$ cat config.mk
export PLATFORM = sky130hd
export DESIGN_NAME = g2lt_regs
export DESIGN_NICKNAME = d
export VERILOG_FILES = /design/src/rtl/g2lt_pkg.sv /design/src/rtl/g2lt_regs.sv
export SDC_FILE = /design/constraint.sdc
export NUM_CORES = 1
export LEC_CHECK = 0
export BUFFER_PORTS_ARGS = -buffer_cell sky130_fd_sc_hd__clkbuf_2
export CAP_MARGIN = 20
export CORE_MARGIN = 4
export CORE_UTILIZATION = 55
export CTS_CLUSTER_DIAMETER = 50
export DETAILED_ROUTE_END_ITERATION = 8
export GPL_TIMING_DRIVEN = 0
export PLACE_DENSITY = 0.74
export SYNTH_ARGS = -nofsm -noshare
export SYNTH_HDL_FRONTEND = slang
export SYNTH_SLANG_ARGS = --single-unit
$ cat constraint.sdc
create_clock -name sys_clk_i -period 28 [get_ports sys_clk_i]
set_input_delay 0 -clock sys_clk_i [delete_from_list [all_inputs] [get_ports sys_clk_i]]
set_output_delay 0 -clock sys_clk_i [all_outputs]
set_load 0.005 [all_outputs]
$ cat src/rtl/g2lt_pkg.sv
// Purpose: Constants and carriers for the Gen2 link timing register bank
// Assumes: 8-bit registers, 5-bit register address
// Notes:   All presets and decodes live here
package g2lt_pkg;
  // ----------------------------------------
  // Register map
  // ----------------------------------------
  localparam logic [4:0] ADR_TX_SHAPE  = 5'h02;
  localparam logic [4:0] ADR_RX_LINK   = 5'h03;
  localparam logic [4:0] ADR_CAL_LOW   = 5'h04;
  localparam logic [4:0] ADR_CAL_HIGH  = 5'h05;
  localparam logic [7:0] RST_TX_SHAPE  = 8'hf0;
  localparam logic [7:0] RST_RX_LINK   = 8'h60;
  localparam logic [7:0] RST_CAL_LOW   = 8'h35;
  localparam logic [7:0] RST_CAL_HIGH  = 8'h05;
  // ----------------------------------------
  // Direct command codes
  // ----------------------------------------
  localparam logic [7:0] CMD_QUERY     = 8'h98;
  localparam logic [7:0] CMD_TX_CRC    = 8'h90;
  localparam logic [7:0] CMD_TX_NOCRC  = 8'h91;
  // ----------------------------------------
  // Timing units (ns) and fractions (1/100)
  // ----------------------------------------
  localparam logic [15:0] TARI_0_NS    = 16'h186a; // 6250
  localparam logic [15:0] TARI_1_NS    = 16'h30d4; // 12500
  localparam logic [15:0] TARI_2_NS    = 16'h61a8; // 25000
  localparam logic [7:0]  PW_FRAC [4]  = '{8'h1b, 8'h23, 8'h2c, 8'h32};
  localparam logic [7:0]  ONE_FRAC [4] = '{8'h96, 8'ha6, 8'hb7, 8'hc8};
  localparam logic [7:0]  FRAC_DIV     = 8'h64;
  localparam logic [6:0]  PILOT_BASE   = 7'h50;
  // ----------------------------------------
  // Link frequency codes and values (kHz)
  // ----------------------------------------
  localparam logic [3:0]  LF_40_SEL    = 4'h0;
  localparam logic [3:0]  LF_160_SEL   = 4'h6;
  localparam logic [3:0]  LF_256_SEL   = 4'h9;
  localparam logic [3:0]  LF_320_SEL   = 4'hc;
  localparam logic [3:0]  LF_640_SEL   = 4'hf;
  localparam logic [9:0]  LF_40_KHZ    = 10'h028;
  localparam logic [9:0]  LF_160_KHZ   = 10'h0a0;
  localparam logic [9:0]  LF_256_KHZ   = 10'h100;
  localparam logic [9:0]  LF_320_KHZ   = 10'h140;
  localparam logic [9:0]  LF_640_KHZ   = 10'h280;
  localparam logic [1:0]  COD_M4       = 2'h2;
  localparam logic [1:0]  COD_M8       = 2'h3;

  typedef struct packed {
    logic [1:0] pulse_width_sel;
    logic [1:0] data1_length_sel;
    logic       crc5;
    logic       force_calibration_period;
    logic [1:0] session;
  } g2lt_tx_t;

  typedef struct packed {
    logic [3:0] link_freq_sel;
    logic [1:0] pilot_interval_shorten;
    logic       long_preamble;
    logic       spare;
  } g2lt_rx_t;

  typedef struct packed {
    logic       gain_increase;
    logic       mix_low_supply;
    logic       io_low_voltage;
    logic       open_drain_outputs;
    logic [3:0] cal_high;
  } g2lt_hi_t;

  typedef struct packed {
    logic clk;
    logic ana_a;
    logic ana_b;
  } g2lt_pin3_t;
endpackage

$ cat src/rtl/g2lt_regs.sv
// Purpose: Gen2 link timing configuration registers and their decodes
// Assumes: Host access logic on sys_clk_i; chip enable arrives from a pin
// Notes:   Everything derived is registered one cycle after its source; Tari-scaled timings take two
// How it works
// - Pulse width and data-1 length come from two 2-bit Tari fractions.
// - Query command 98 always requests the calibration period.
// - Force bit adds the calibration period to commands 90 and 91.
// - Session bits 1:0 of the transmit options feed direct commands.
// - Four-bit code picks link frequency 40, 160, 256, 320 or 640 kHz.
// - Two-bit field shortens pilot interval to a half, quarter or eighth.
// - Applied pilot interval is one of 80, 40, 20 or 10 periods.
// - Short preamble only honoured with Miller 4 or Miller 8 coding.
// - Calibration count is 12 bits of 0.1 us: low byte plus nibble.
// - Reset or chip enable low presets calibration low byte to 35 hex.
// - Gain direction bit: cleared decreases gain steps, set increases.
// - Mixer low-supply bit selects the 3.7 V mixer supply mode.
// - Low interface voltage bit lowers logic output resistance.
// - Open-drain bit makes clock and analog-out pins open-drain.
// - Reset or chip enable low presets transmit options to f0 hex.
// - Reset or chip enable low presets receive options to 60 hex.
// - Reset or chip enable low presets calibration high register to 05.
// - Tari unit follows protocol code: 6.25, 12.5 or 25 us.
`timescale 1ns/100ps
module g2lt_regs
#(
  parameter int ADDR_W = 5
)
(
  // Clock and reset
  input  wire logic              sys_clk_i,
  input  wire logic              nrst_i,
  // Chip enable pin
  input  wire logic              chip_en_i,
  // Host register port
  input  wire logic              wr_i,
  input  wire logic              rd_i,
  input  wire logic [ADDR_W-1:0] addr_i,
  input  wire logic [7:0]        wdata_i,
  output logic      [7:0]        rdata_o,
  output logic                   rvalid_o,
  // Protocol control from register 01
  input  wire logic [1:0]        tari_sel_i,
  input  wire logic [1:0]        rx_cod_i,
  // Direct commands
  input  wire logic              cmd_valid_i,
  input  wire logic [7:0]        cmd_code_i,
  output logic                   cal_insert_o,
  output logic [1:0]             session_o,
  // Transmit timing
  output logic [15:0]            pulse_width_ns_o,
  output logic [15:0]            data1_length_ns_o,
  output logic                   crc5_o,
  // Receive timing
  output logic [3:0]             link_freq_sel_o,
  output logic [9:0]             link_freq_khz_o,
  output logic [6:0]             pilot_periods_o,
  output logic                   long_preamble_o,
  output logic [11:0]            cal_steps_o,
  // Analog and pad controls
  output logic                   gain_increase_o,
  output logic                   mix_low_supply_o,
  output logic                   io_low_drive_o,
  // Pads: system clock out, analog out a and b
  input  wire g2lt_pkg::g2lt_pin3_t pin_data_i,
  output g2lt_pkg::g2lt_pin3_t   pin_out_o,
  output g2lt_pkg::g2lt_pin3_t   pin_oe_o
);

  // ----------------------------------------
  // Parameter check
  // ----------------------------------------
  // The decode compares bytes, so a wider address would alias onto the map
  if ((ADDR_W < 3) || (ADDR_W > 8))
  begin
    $error("ADDR_W must lie between 3 and 8");
  end

  // ----------------------------------------
  // State
  // ----------------------------------------
  typedef struct packed {
    logic [1:0]          en_sync;
    g2lt_pkg::g2lt_tx_t  tx;
    g2lt_pkg::g2lt_rx_t  rx;
    logic [7:0]          cal_low;
    g2lt_pkg::g2lt_hi_t  hi;
    logic [7:0]          rdata;
    logic                rvalid;
    logic                cal_insert;
    logic [1:0]          session;
    logic [15:0]         tari_ns;
    logic [15:0]         pw_ns;
    logic [15:0]         one_ns;
    logic                crc5;
    logic [3:0]          lf_sel;
    logic [9:0]          lf_khz;
    logic [6:0]          pilot;
    logic                long_pre;
    logic [11:0]         cal_steps;
    logic                gain_inc;
    logic                mix_low;
    logic                io_low;
    g2lt_pkg::g2lt_pin3_t pin_out;
    g2lt_pkg::g2lt_pin3_t pin_oe;
  } g2lt_state_t;

  g2lt_state_t st_r;
  g2lt_state_t st_nxt;
  logic        en_s;
  logic [7:0]  waddr;
  logic [31:0] pw_prod;
  logic [31:0] one_prod;

  // ----------------------------------------
  // Synchronised enable and byte-wide address
  // ----------------------------------------
  assign en_s  = st_r.en_sync[1];
  assign waddr = 8'(addr_i);

  // ----------------------------------------
  // Tari scaling
  // ----------------------------------------
  // Scaling is from the previous Tari so a protocol change settles in two cycles
  assign pw_prod  = 32'(st_r.tari_ns) * 32'(g2lt_pkg::PW_FRAC[st_r.tx.pulse_width_sel])
                    / 32'(g2lt_pkg::FRAC_DIV);
  assign one_prod = 32'(st_r.tari_ns) * 32'(g2lt_pkg::ONE_FRAC[st_r.tx.data1_length_sel])
                    / 32'(g2lt_pkg::FRAC_DIV);

  // ----------------------------------------
  // Next state
  // ----------------------------------------
  always_comb
  begin
    st_nxt            = st_r;
    st_nxt.en_sync    = {st_r.en_sync[0], chip_en_i};
    st_nxt.rvalid     = 1'b0;
    st_nxt.cal_insert = 1'b0;

    // ----------------------------------------
    // Presets and host writes
    // ----------------------------------------
    // Chip enable low holds the presets; host writes are dropped meanwhile
    if (!en_s)
    begin
      st_nxt.tx      = g2lt_pkg::RST_TX_SHAPE;
      st_nxt.rx      = g2lt_pkg::RST_RX_LINK;
      st_nxt.cal_low = g2lt_pkg::RST_CAL_LOW;
      st_nxt.hi      = g2lt_pkg::RST_CAL_HIGH;
    end
    else if (wr_i)
    begin
      if (waddr == 8'(g2lt_pkg::ADR_TX_SHAPE))
        st_nxt.tx = wdata_i;
      if (waddr == 8'(g2lt_pkg::ADR_RX_LINK))
        st_nxt.rx = wdata_i;
      if (waddr == 8'(g2lt_pkg::ADR_CAL_LOW))
        st_nxt.cal_low = wdata_i;
      if (waddr == 8'(g2lt_pkg::ADR_CAL_HIGH))
        st_nxt.hi = wdata_i;
    end

    // ----------------------------------------
    // Host reads
    // ----------------------------------------
    // Reads return the stored value one cycle later; unmapped reads zero
    if (rd_i)
    begin
      st_nxt.rvalid = 1'b1;
      if (waddr == 8'(g2lt_pkg::ADR_TX_SHAPE))
        st_nxt.rdata = st_r.tx;
      else if (waddr == 8'(g2lt_pkg::ADR_RX_LINK))
        st_nxt.rdata = st_r.rx;
      else if (waddr == 8'(g2lt_pkg::ADR_CAL_LOW))
        st_nxt.rdata = st_r.cal_low;
      else if (waddr == 8'(g2lt_pkg::ADR_CAL_HIGH))
        st_nxt.rdata = st_r.hi;
      else
        st_nxt.rdata = 8'h00;
    end

    // ----------------------------------------
    // Direct commands
    // ----------------------------------------
    // Calibration period insertion per direct command
    if (cmd_valid_i)
    begin
      if (cmd_code_i == g2lt_pkg::CMD_QUERY)
        st_nxt.cal_insert = 1'b1;
      else if ((cmd_code_i == g2lt_pkg::CMD_TX_CRC)
               || (cmd_code_i == g2lt_pkg::CMD_TX_NOCRC))
        st_nxt.cal_insert = st_r.tx.force_calibration_period;
    end
    st_nxt.session = st_r.tx.session;

    // ----------------------------------------
    // Tari unit and transmit timings
    // ----------------------------------------
    // Tari unit
    unique case (tari_sel_i)
      2'h0:    st_nxt.tari_ns = g2lt_pkg::TARI_0_NS;
      2'h1:    st_nxt.tari_ns = g2lt_pkg::TARI_1_NS;
      2'h2:    st_nxt.tari_ns = g2lt_pkg::TARI_2_NS;
      default: st_nxt.tari_ns = g2lt_pkg::TARI_2_NS;
    endcase
    st_nxt.pw_ns  = pw_prod[15:0];
    st_nxt.one_ns = one_prod[15:0];
    st_nxt.crc5   = st_r.tx.crc5;

    // ----------------------------------------
    // Link frequency
    // ----------------------------------------
    // Link frequency; undefined codes report zero kHz
    st_nxt.lf_sel = st_r.rx.link_freq_sel;
    unique case (st_r.rx.link_freq_sel)
      g2lt_pkg::LF_40_SEL:  st_nxt.lf_khz = g2lt_pkg::LF_40_KHZ;
      g2lt_pkg::LF_160_SEL: st_nxt.lf_khz = g2lt_pkg::LF_160_KHZ;
      g2lt_pkg::LF_256_SEL: st_nxt.lf_khz = g2lt_pkg::LF_256_KHZ;
      g2lt_pkg::LF_320_SEL: st_nxt.lf_khz = g2lt_pkg::LF_320_KHZ;
      g2lt_pkg::LF_640_SEL: st_nxt.lf_khz = g2lt_pkg::LF_640_KHZ;
      default:              st_nxt.lf_khz = 10'h000;
    endcase

    // ----------------------------------------
    // Pilot interval
    // ----------------------------------------
    // Pilot interval: 80 shifted down by the shorten field
    st_nxt.pilot = g2lt_pkg::PILOT_BASE >> st_r.rx.pilot_interval_shorten;

    // ----------------------------------------
    // Preamble
    // ----------------------------------------
    // Short preamble only with Miller 4 or 8, else the long one is used
    st_nxt.long_pre = st_r.rx.long_preamble
                      || !((rx_cod_i == g2lt_pkg::COD_M4)
                           || (rx_cod_i == g2lt_pkg::COD_M8));

    // ----------------------------------------
    // Calibration count and analog controls
    // ----------------------------------------
    st_nxt.cal_steps = {st_r.hi.cal_high, st_r.cal_low};
    st_nxt.gain_inc  = st_r.hi.gain_increase;
    st_nxt.mix_low   = st_r.hi.mix_low_supply;
    st_nxt.io_low    = st_r.hi.io_low_voltage;

    // ----------------------------------------
    // Pads
    // ----------------------------------------
    // Open drain pulls low only; a one releases the pad
    if (st_r.hi.open_drain_outputs)
    begin
      st_nxt.pin_out = '0;
      st_nxt.pin_oe  = ~pin_data_i;
    end
    else
    begin
      st_nxt.pin_out = pin_data_i;
      st_nxt.pin_oe  = '1;
    end
  end

  // ----------------------------------------
  // Registers
  // ----------------------------------------
  always_ff @(posedge sys_clk_i)
  begin
    if (!nrst_i)
    begin
      st_r           <= '0;
      st_r.tx        <= g2lt_pkg::RST_TX_SHAPE;
      st_r.rx        <= g2lt_pkg::RST_RX_LINK;
      st_r.cal_low   <= g2lt_pkg::RST_CAL_LOW;
      st_r.hi        <= g2lt_pkg::RST_CAL_HIGH;
      st_r.tari_ns   <= g2lt_pkg::TARI_0_NS;
      st_r.long_pre  <= 1'b1;
      st_r.pilot     <= g2lt_pkg::PILOT_BASE;
      st_r.cal_steps <= {g2lt_pkg::RST_CAL_HIGH[3:0], g2lt_pkg::RST_CAL_LOW};
      st_r.pin_oe    <= '1;
    end
    else
      st_r <= st_nxt;
  end

  // ----------------------------------------
  // Outputs
  // ----------------------------------------
  assign rdata_o           = st_r.rdata;
  assign rvalid_o          = st_r.rvalid;
  assign cal_insert_o      = st_r.cal_insert;
  assign session_o         = st_r.session;
  assign pulse_width_ns_o  = st_r.pw_ns;
  assign data1_length_ns_o = st_r.one_ns;
  assign crc5_o            = st_r.crc5;
  assign link_freq_sel_o   = st_r.lf_sel;
  assign link_freq_khz_o   = st_r.lf_khz;
  assign pilot_periods_o   = st_r.pilot;
  assign long_preamble_o   = st_r.long_pre;
  assign cal_steps_o       = st_r.cal_steps;
  assign gain_increase_o   = st_r.gain_inc;
  assign mix_low_supply_o  = st_r.mix_low;
  assign io_low_drive_o    = st_r.io_low;
  assign pin_out_o         = st_r.pin_out;
  assign pin_oe_o          = st_r.pin_oe;

endmodule

Word-level counts from Yosys, hierarchy flattened
Index checks and enable logic that the tools add are counted.

storage, ports and cells
  bits in registers = 138
  output and inout bits = 88
  input bits = 34

cells by class
  shifts and indexed selects = 1
  multiply operators = 2
  bitwise gates (word level) = 4
  mux-type cells = 15
  reduce and logical (&&, ||, !) cells = 14
  order comparisons = 2
  divide/modulo/power cells = 2
  equal/unequal tests = 14

operators by type and width
  cell                                                                   number
  24-bit by 7-bit divider with 32-bit output, second input constant      2
  8-bit two-way mux                                                      8
  10-bit one-hot mux with 5 select lines                                 1
  16-bit by 8-bit multiplier with 24-bit output                          2
  8-bit binary-select mux with 2-bit select                              2
  15-bit one-hot mux with 2 select lines                                 1
  8-bit equality test, second input constant                             3
  2-bit AND reduction                                                    7
  4-bit equality test, second input constant                             3
  5-bit by 2-bit equality test with 1-bit output, second input constant  2
  5-bit by 3-bit equality test with 1-bit output, second input constant  2
  7-bit by 2-bit right shift with 7-bit output, first input constant     1
  3-bit greater-or-equal comparator, second input constant               2
  2-bit NOT with 3-bit output                                            2
  2-bit equality test, second input constant                             2
  4-bit by 3-bit equality test with 1-bit output, second input constant  1
  4-bit logical NOT                                                      1
  1-bit logical OR                                                       3
  1-bit two-way mux                                                      3
  3-bit NOT                                                              1
  2-bit by 1-bit equality test with 1-bit output, second input constant  1
  2-bit logical NOT                                                      1
  2-bit OR reduction                                                     1
  1-bit logical NOT                                                      1
  1-bit NOT                                                              1

Longest topological paths before layout
  depth after elaboration = 6
  gate-level depth with buffers = 61

Worst setup path after synthesis
Ideal clock, no wire load.

  path type = register to register
  start point = reg st_r[132] (netlist name)
  end point = reg st_r (netlist bit data1_length_ns_o[0])
  buffers on the path = 2
  path slack = 13.762 ns
  required time = 27.905 ns
  period minus slack after synthesis = 14.238 ns
  cell stages (with the launch flop) = 58
  arrival = 14.142 ns
  cell sequence = dfxtp_1 -> inv_1 -> ha_1 -> nand2b_1 -> inv_1 -> fa_1 -> inv_1 -> fa_1 -> inv_1 -> fa_1 -> inv_1 -> fa_1 -> inv_1 -> ha_1 -> a21o_1 -> a221o_1 -> a311o_1 -> mux2i_1 -> (+22 left out) -> nand2_2 -> xnor2_1 -> a21o_1 -> maj3_2 -> a211o_1 -> maj3_2 -> a21boi_2 -> a21boi_4 -> o31ai_1 -> a21oi_1 -> o31a_1 -> o22a_2 -> xnor2_4 -> a21oi_2 -> o21ai_1 -> a21oi_1 -> o211ai_1 -> a221oi_1

between the ends
  longest elaborated chain between the ends = 6

RTL lines
  item                                                   RTL line          source
  start: declaration                                     g2lt_regs.sv:107  g2lt_state_t st_r;
  start signal: assignment                               g2lt_regs.sv:280  st_r <= st_nxt;
  2-bit NOT with 3-bit output (implied by the code)      g2lt_regs.sv:126  assign one_prod = 32'(st_r.tari_ns) * 32'(g2lt_pkg::ONE_FRAC[st_r.tx.data1_length_sel])
  8-bit binary-select mux with 2-bit select              g2lt_regs.sv:126
  8-bit two-way mux (implied by the code) (2 in series)  g2lt_regs.sv:126
  16-bit by 8-bit multiplier with 24-bit output          g2lt_regs.sv:126
  24-bit by 7-bit divider with 32-bit output             g2lt_regs.sv:127  / 32'(g2lt_pkg::FRAC_DIV);

No other way between the ends. The select of a mux whose other input is x is not followed.
A chain may end at the register's enable or synchronous reset.

Final worst setup path
Ends and elaborated chain as after synthesis.

==> qor.csv <==
stage,metric,value,unit
status,status,"complete, no violations",
die,ios,122,
logic_synthesis,synth_area,16400,um2
clock_tree,cts_htree_levels,4,
die,die_h,180,um
layout,antennaDiodeCount,0,
logic_synthesis,synthMuxAreaShare,2.82,%
sta,slew_headroom,31.4,%
die,design.die.area,32600,um2
logic_synthesis,synth_top_family_by_area,compound AO/OA/AOI/OAI gates,
sta,max_slew.worst_pin.slew,1000,ps
die,initial_core_util,56.4,%
die,rows,62,
logic_synthesis,synth-edff-count,0,
detailed_routing,drt_iter0_markers,1381,
clock_tree,ctsHoldBuffers,19,
logic_synthesis,ys_warn_count,0,
detailed_routing,drt_wl_total,42.5,mm
layout,multi_input_area,12300,um2
logic_synthesis,ys_ff_latch,123,
worst_setup_path,crit_path_frequent_cell,inv_1,
layout,num-nets-final,2472,
worst_setup_path,crit_path_start_kind,flip-flop,
detailed_routing,ant_nets,0,
layout,stdcell_count,2634,
logic_synthesis,synth_flop_cell,dfxtp_1,
logic_synthesis,ys_types,123,
place,dp.cells,2583,
logic_synthesis,async_flop_share,0,%
layout,synthToLayoutAreaGrowth,11.3,%
worst_setup_path,slowest_delay,840,ps
logic_synthesis,synthCells,2079,
logic_synthesis,yosys.area_share.adder,20.3,%
place,globalplace.congestion,0.912,
sta,rsz0062_at_grt,no,
clock_tree,cts-resized-gates,0,
sta,timing.final.crit_share,58.8,%
die,core,29000,um2
clock_tree,root_buffer,clkbuf_16,
layout,layout-drive-gt1-share,14.0,%
worst_setup_path,critical_path_buf_inv_count,7,
logic_synthesis,synth-compound-area-share,26.5,%
place,portBuffers,114,
job,max-cap-violations,0,
detailed_routing,wl_per_cell,16.1,um
die,fp.dieW,180,um
clock_tree,cts_tree,done,
logic_synthesis,ys_seq_area_share,15.0,%
worst_setup_path,path_delay_family,compound AO/OA/AOI/OAI gates,
global_routing,grt_pass1_vias,15145,
sta,fin_tns_setup,0,ps
sta,skew,18.2,ps
detailed_routing,avgViaCountPerCell,6.04,
worst_setup_path,crit_path_end_kind,flip-flop,
clock_tree,post_cts_buffers,0,
clock_tree,path_clk_slew,70,ps
sta,max_freq,0.0607,GHz
sta,setup_viol,0,
logic_synthesis,synthSimpleGateAreaFrac,20.3,%
worst_hold_path,hp-class,primary input to flip-flop,
detailed_routing,vias,15921,
sta,slew_viol_final,0,
global_routing,grt_max_degree,17,
place,dp_hpwl,32.7,mm
global_routing,grt.total_usage,25.6,%
clock_tree,cts_sinks,123,
global_routing,grt_pass1_wl,72.0,mm
layout,seqCellArea,2460,um2
global_routing,grt-ovfl-total,0,
worst_setup_path,critPathKind,flip-flop to flip-flop,
worst_setup_path,cp_slowest_cell,xnor2_1,
clock_tree,cts_buffers,17,
worst_setup_path,required,28240,ps
clock_tree,clock_latency,430,ps
clock_tree,clockBufferDepth,2,
detailed_routing,drc,0,
sta,min_period,16480,ps
logic_synthesis,synthXorXnorAreaFrac,5.30,%
layout,nFillCells,2543,
global_routing,grt_antenna_before_repair,0,
sta,hold_viol,0,
logic_synthesis,syn_area_per_cell,7.87,um2
worst_setup_path,arrival,16720,ps
worst_setup_path,worstPathMaxFanout,10,
detailed_routing,first_pass_iters,8,
sta,whs,177,ps
==> metal layers <==
metal | vias to the layer above | global-route usage, % | wire length, um
met5 | - | 0 | 0
met4 | 0 | 7.74 | 1060
met3 | 85 | 2.70 | 2290
met2 | 580 | 44.1 | 20800
met1 | 7521 | 33.8 | 18300
li1 | 7735 | - | -
==> cells in the mapped netlist (23+ instances only) <==
cell type    n  area (um2)
ha_1       116        1450
fa_1        85        1700
nand2b_1    32         200
nand3_1     59         295
mux2i_1     39         390
clkbuf_1    54         203
dfxtp_1    123        2460
nor3_1      49         245
a21oi_1    134         671
xor2_1      30         263
nor2_1     166         623
o211ai_1    33         248
buf_4       84         631
nand2_1    181         679
xnor2_1     64         561
and2_1      52         325
a21o_1      28         210
inv_1      189         709
o21ai_0     56         280
a211oi_1    23         173
nor2b_1     24         150
==> per-stage QoR <==
stage | worst slack (ps) | area [um2] | utilization [%]
3_5_place_dp | 11840 | 17500 | 60.2
2_1_floorplan | 13760 | 16400 | -
4_1_cts | 11790 | 18200 | 62.8
6_report | 11520 | 18200 | 62.8
5_1_grt | 10440 | 18200 | 62.8
3_3_place_gp | 12070 | 17400 | 60.1
==> cell type report <==
| type | count | share of cell area, % |
|---|---|---|
| plain buffers | 149 | 4.90 |
| repair buffers | 135 | 4.26 |
| multi-input cells | 1622 | 67.7 |
| clock buffers | 17 | 2.33 |
| inverters | 189 | 3.89 |
| well taps | 384 | 2.64 |
| flip-flops and latches | 123 | 13.5 |
| clock inverters | 15 | 0.810 |
==> tightest hold or removal path, delay by kind of cell <==
kind,cells,cell delay (ps)
AND/OR/NAND/NOR,1,70
buffers and inverters,1,290
multiplexers,1,200
==> placed cells by master (no fill, tap or decap), types with 17 or more instances in the layout <==
cell	netlist	routed
a211o_1	17	17
a211oi_1	23	23
a21o_1	28	28
a21oi_1	134	134
a221oi_1	17	17
a22oi_1	17	17
a31oi_1	22	22
and2_1	52	52
and3_1	20	20
buf_4	84	86
clkbuf_1	54	54
clkbuf_16	0	17
clkbuf_2	0	114
dfxtp_1	123	123
dlygate4sd3_1	0	19
fa_1	85	85
ha_1	116	116
inv_1	189	189
mux2i_1	39	39
nand2_1	181	181
nand2b_1	32	32
nand3_1	59	59
nand4_1	22	22
nor2_1	166	166
nor2b_1	24	24
nor3_1	49	49
o211ai_1	33	33
o21a_1	18	18
o21ai_0	56	56
o21ai_1	17	17
xnor2_1	64	64
xor2_1	30	30
==> kinds of logic after synthesis <==
family / Yosys count
and+or+nand+nor: 676
xor gates and xnor gates: 96
muxes: 45
other: 1
DFF: 123
buffers and inverters: 338
adders and majority gates: 217
AOI/OAI and AO/OA: 583
==> final timing paths <==
path / start / end / slack (ps) / depth (start not counted)
worst max-delay path: st_r[132] / data1_length_ns_o[0] / 11520 / 56
worst min-delay path: rd_i / rdata_o[1] / 180 / 3
worst max register to register: st_r[132] / data1_length_ns_o[0] / 11520 / 56
worst min register to register: st_r[120] / st_r[120] / 460 / 2
==> sequential cells by signal, summed over array words and instances (netlist names), 2 cells and up <==
register and cells:
data1_length_ns_o 16, pulse_width_ns_o 16, link_freq_khz_o 6, st_r 16
pilot_periods_o 6, cal_steps_o 12, st_nxt 23, pin_out_o 3
rdata_o 8, link_freq_sel_o 4, pin_oe_o 3, session_o 2
Power is left out: the tool's default activity adds up to more than one toggle a clock period on the data nets, which glitch-free logic cannot reach.
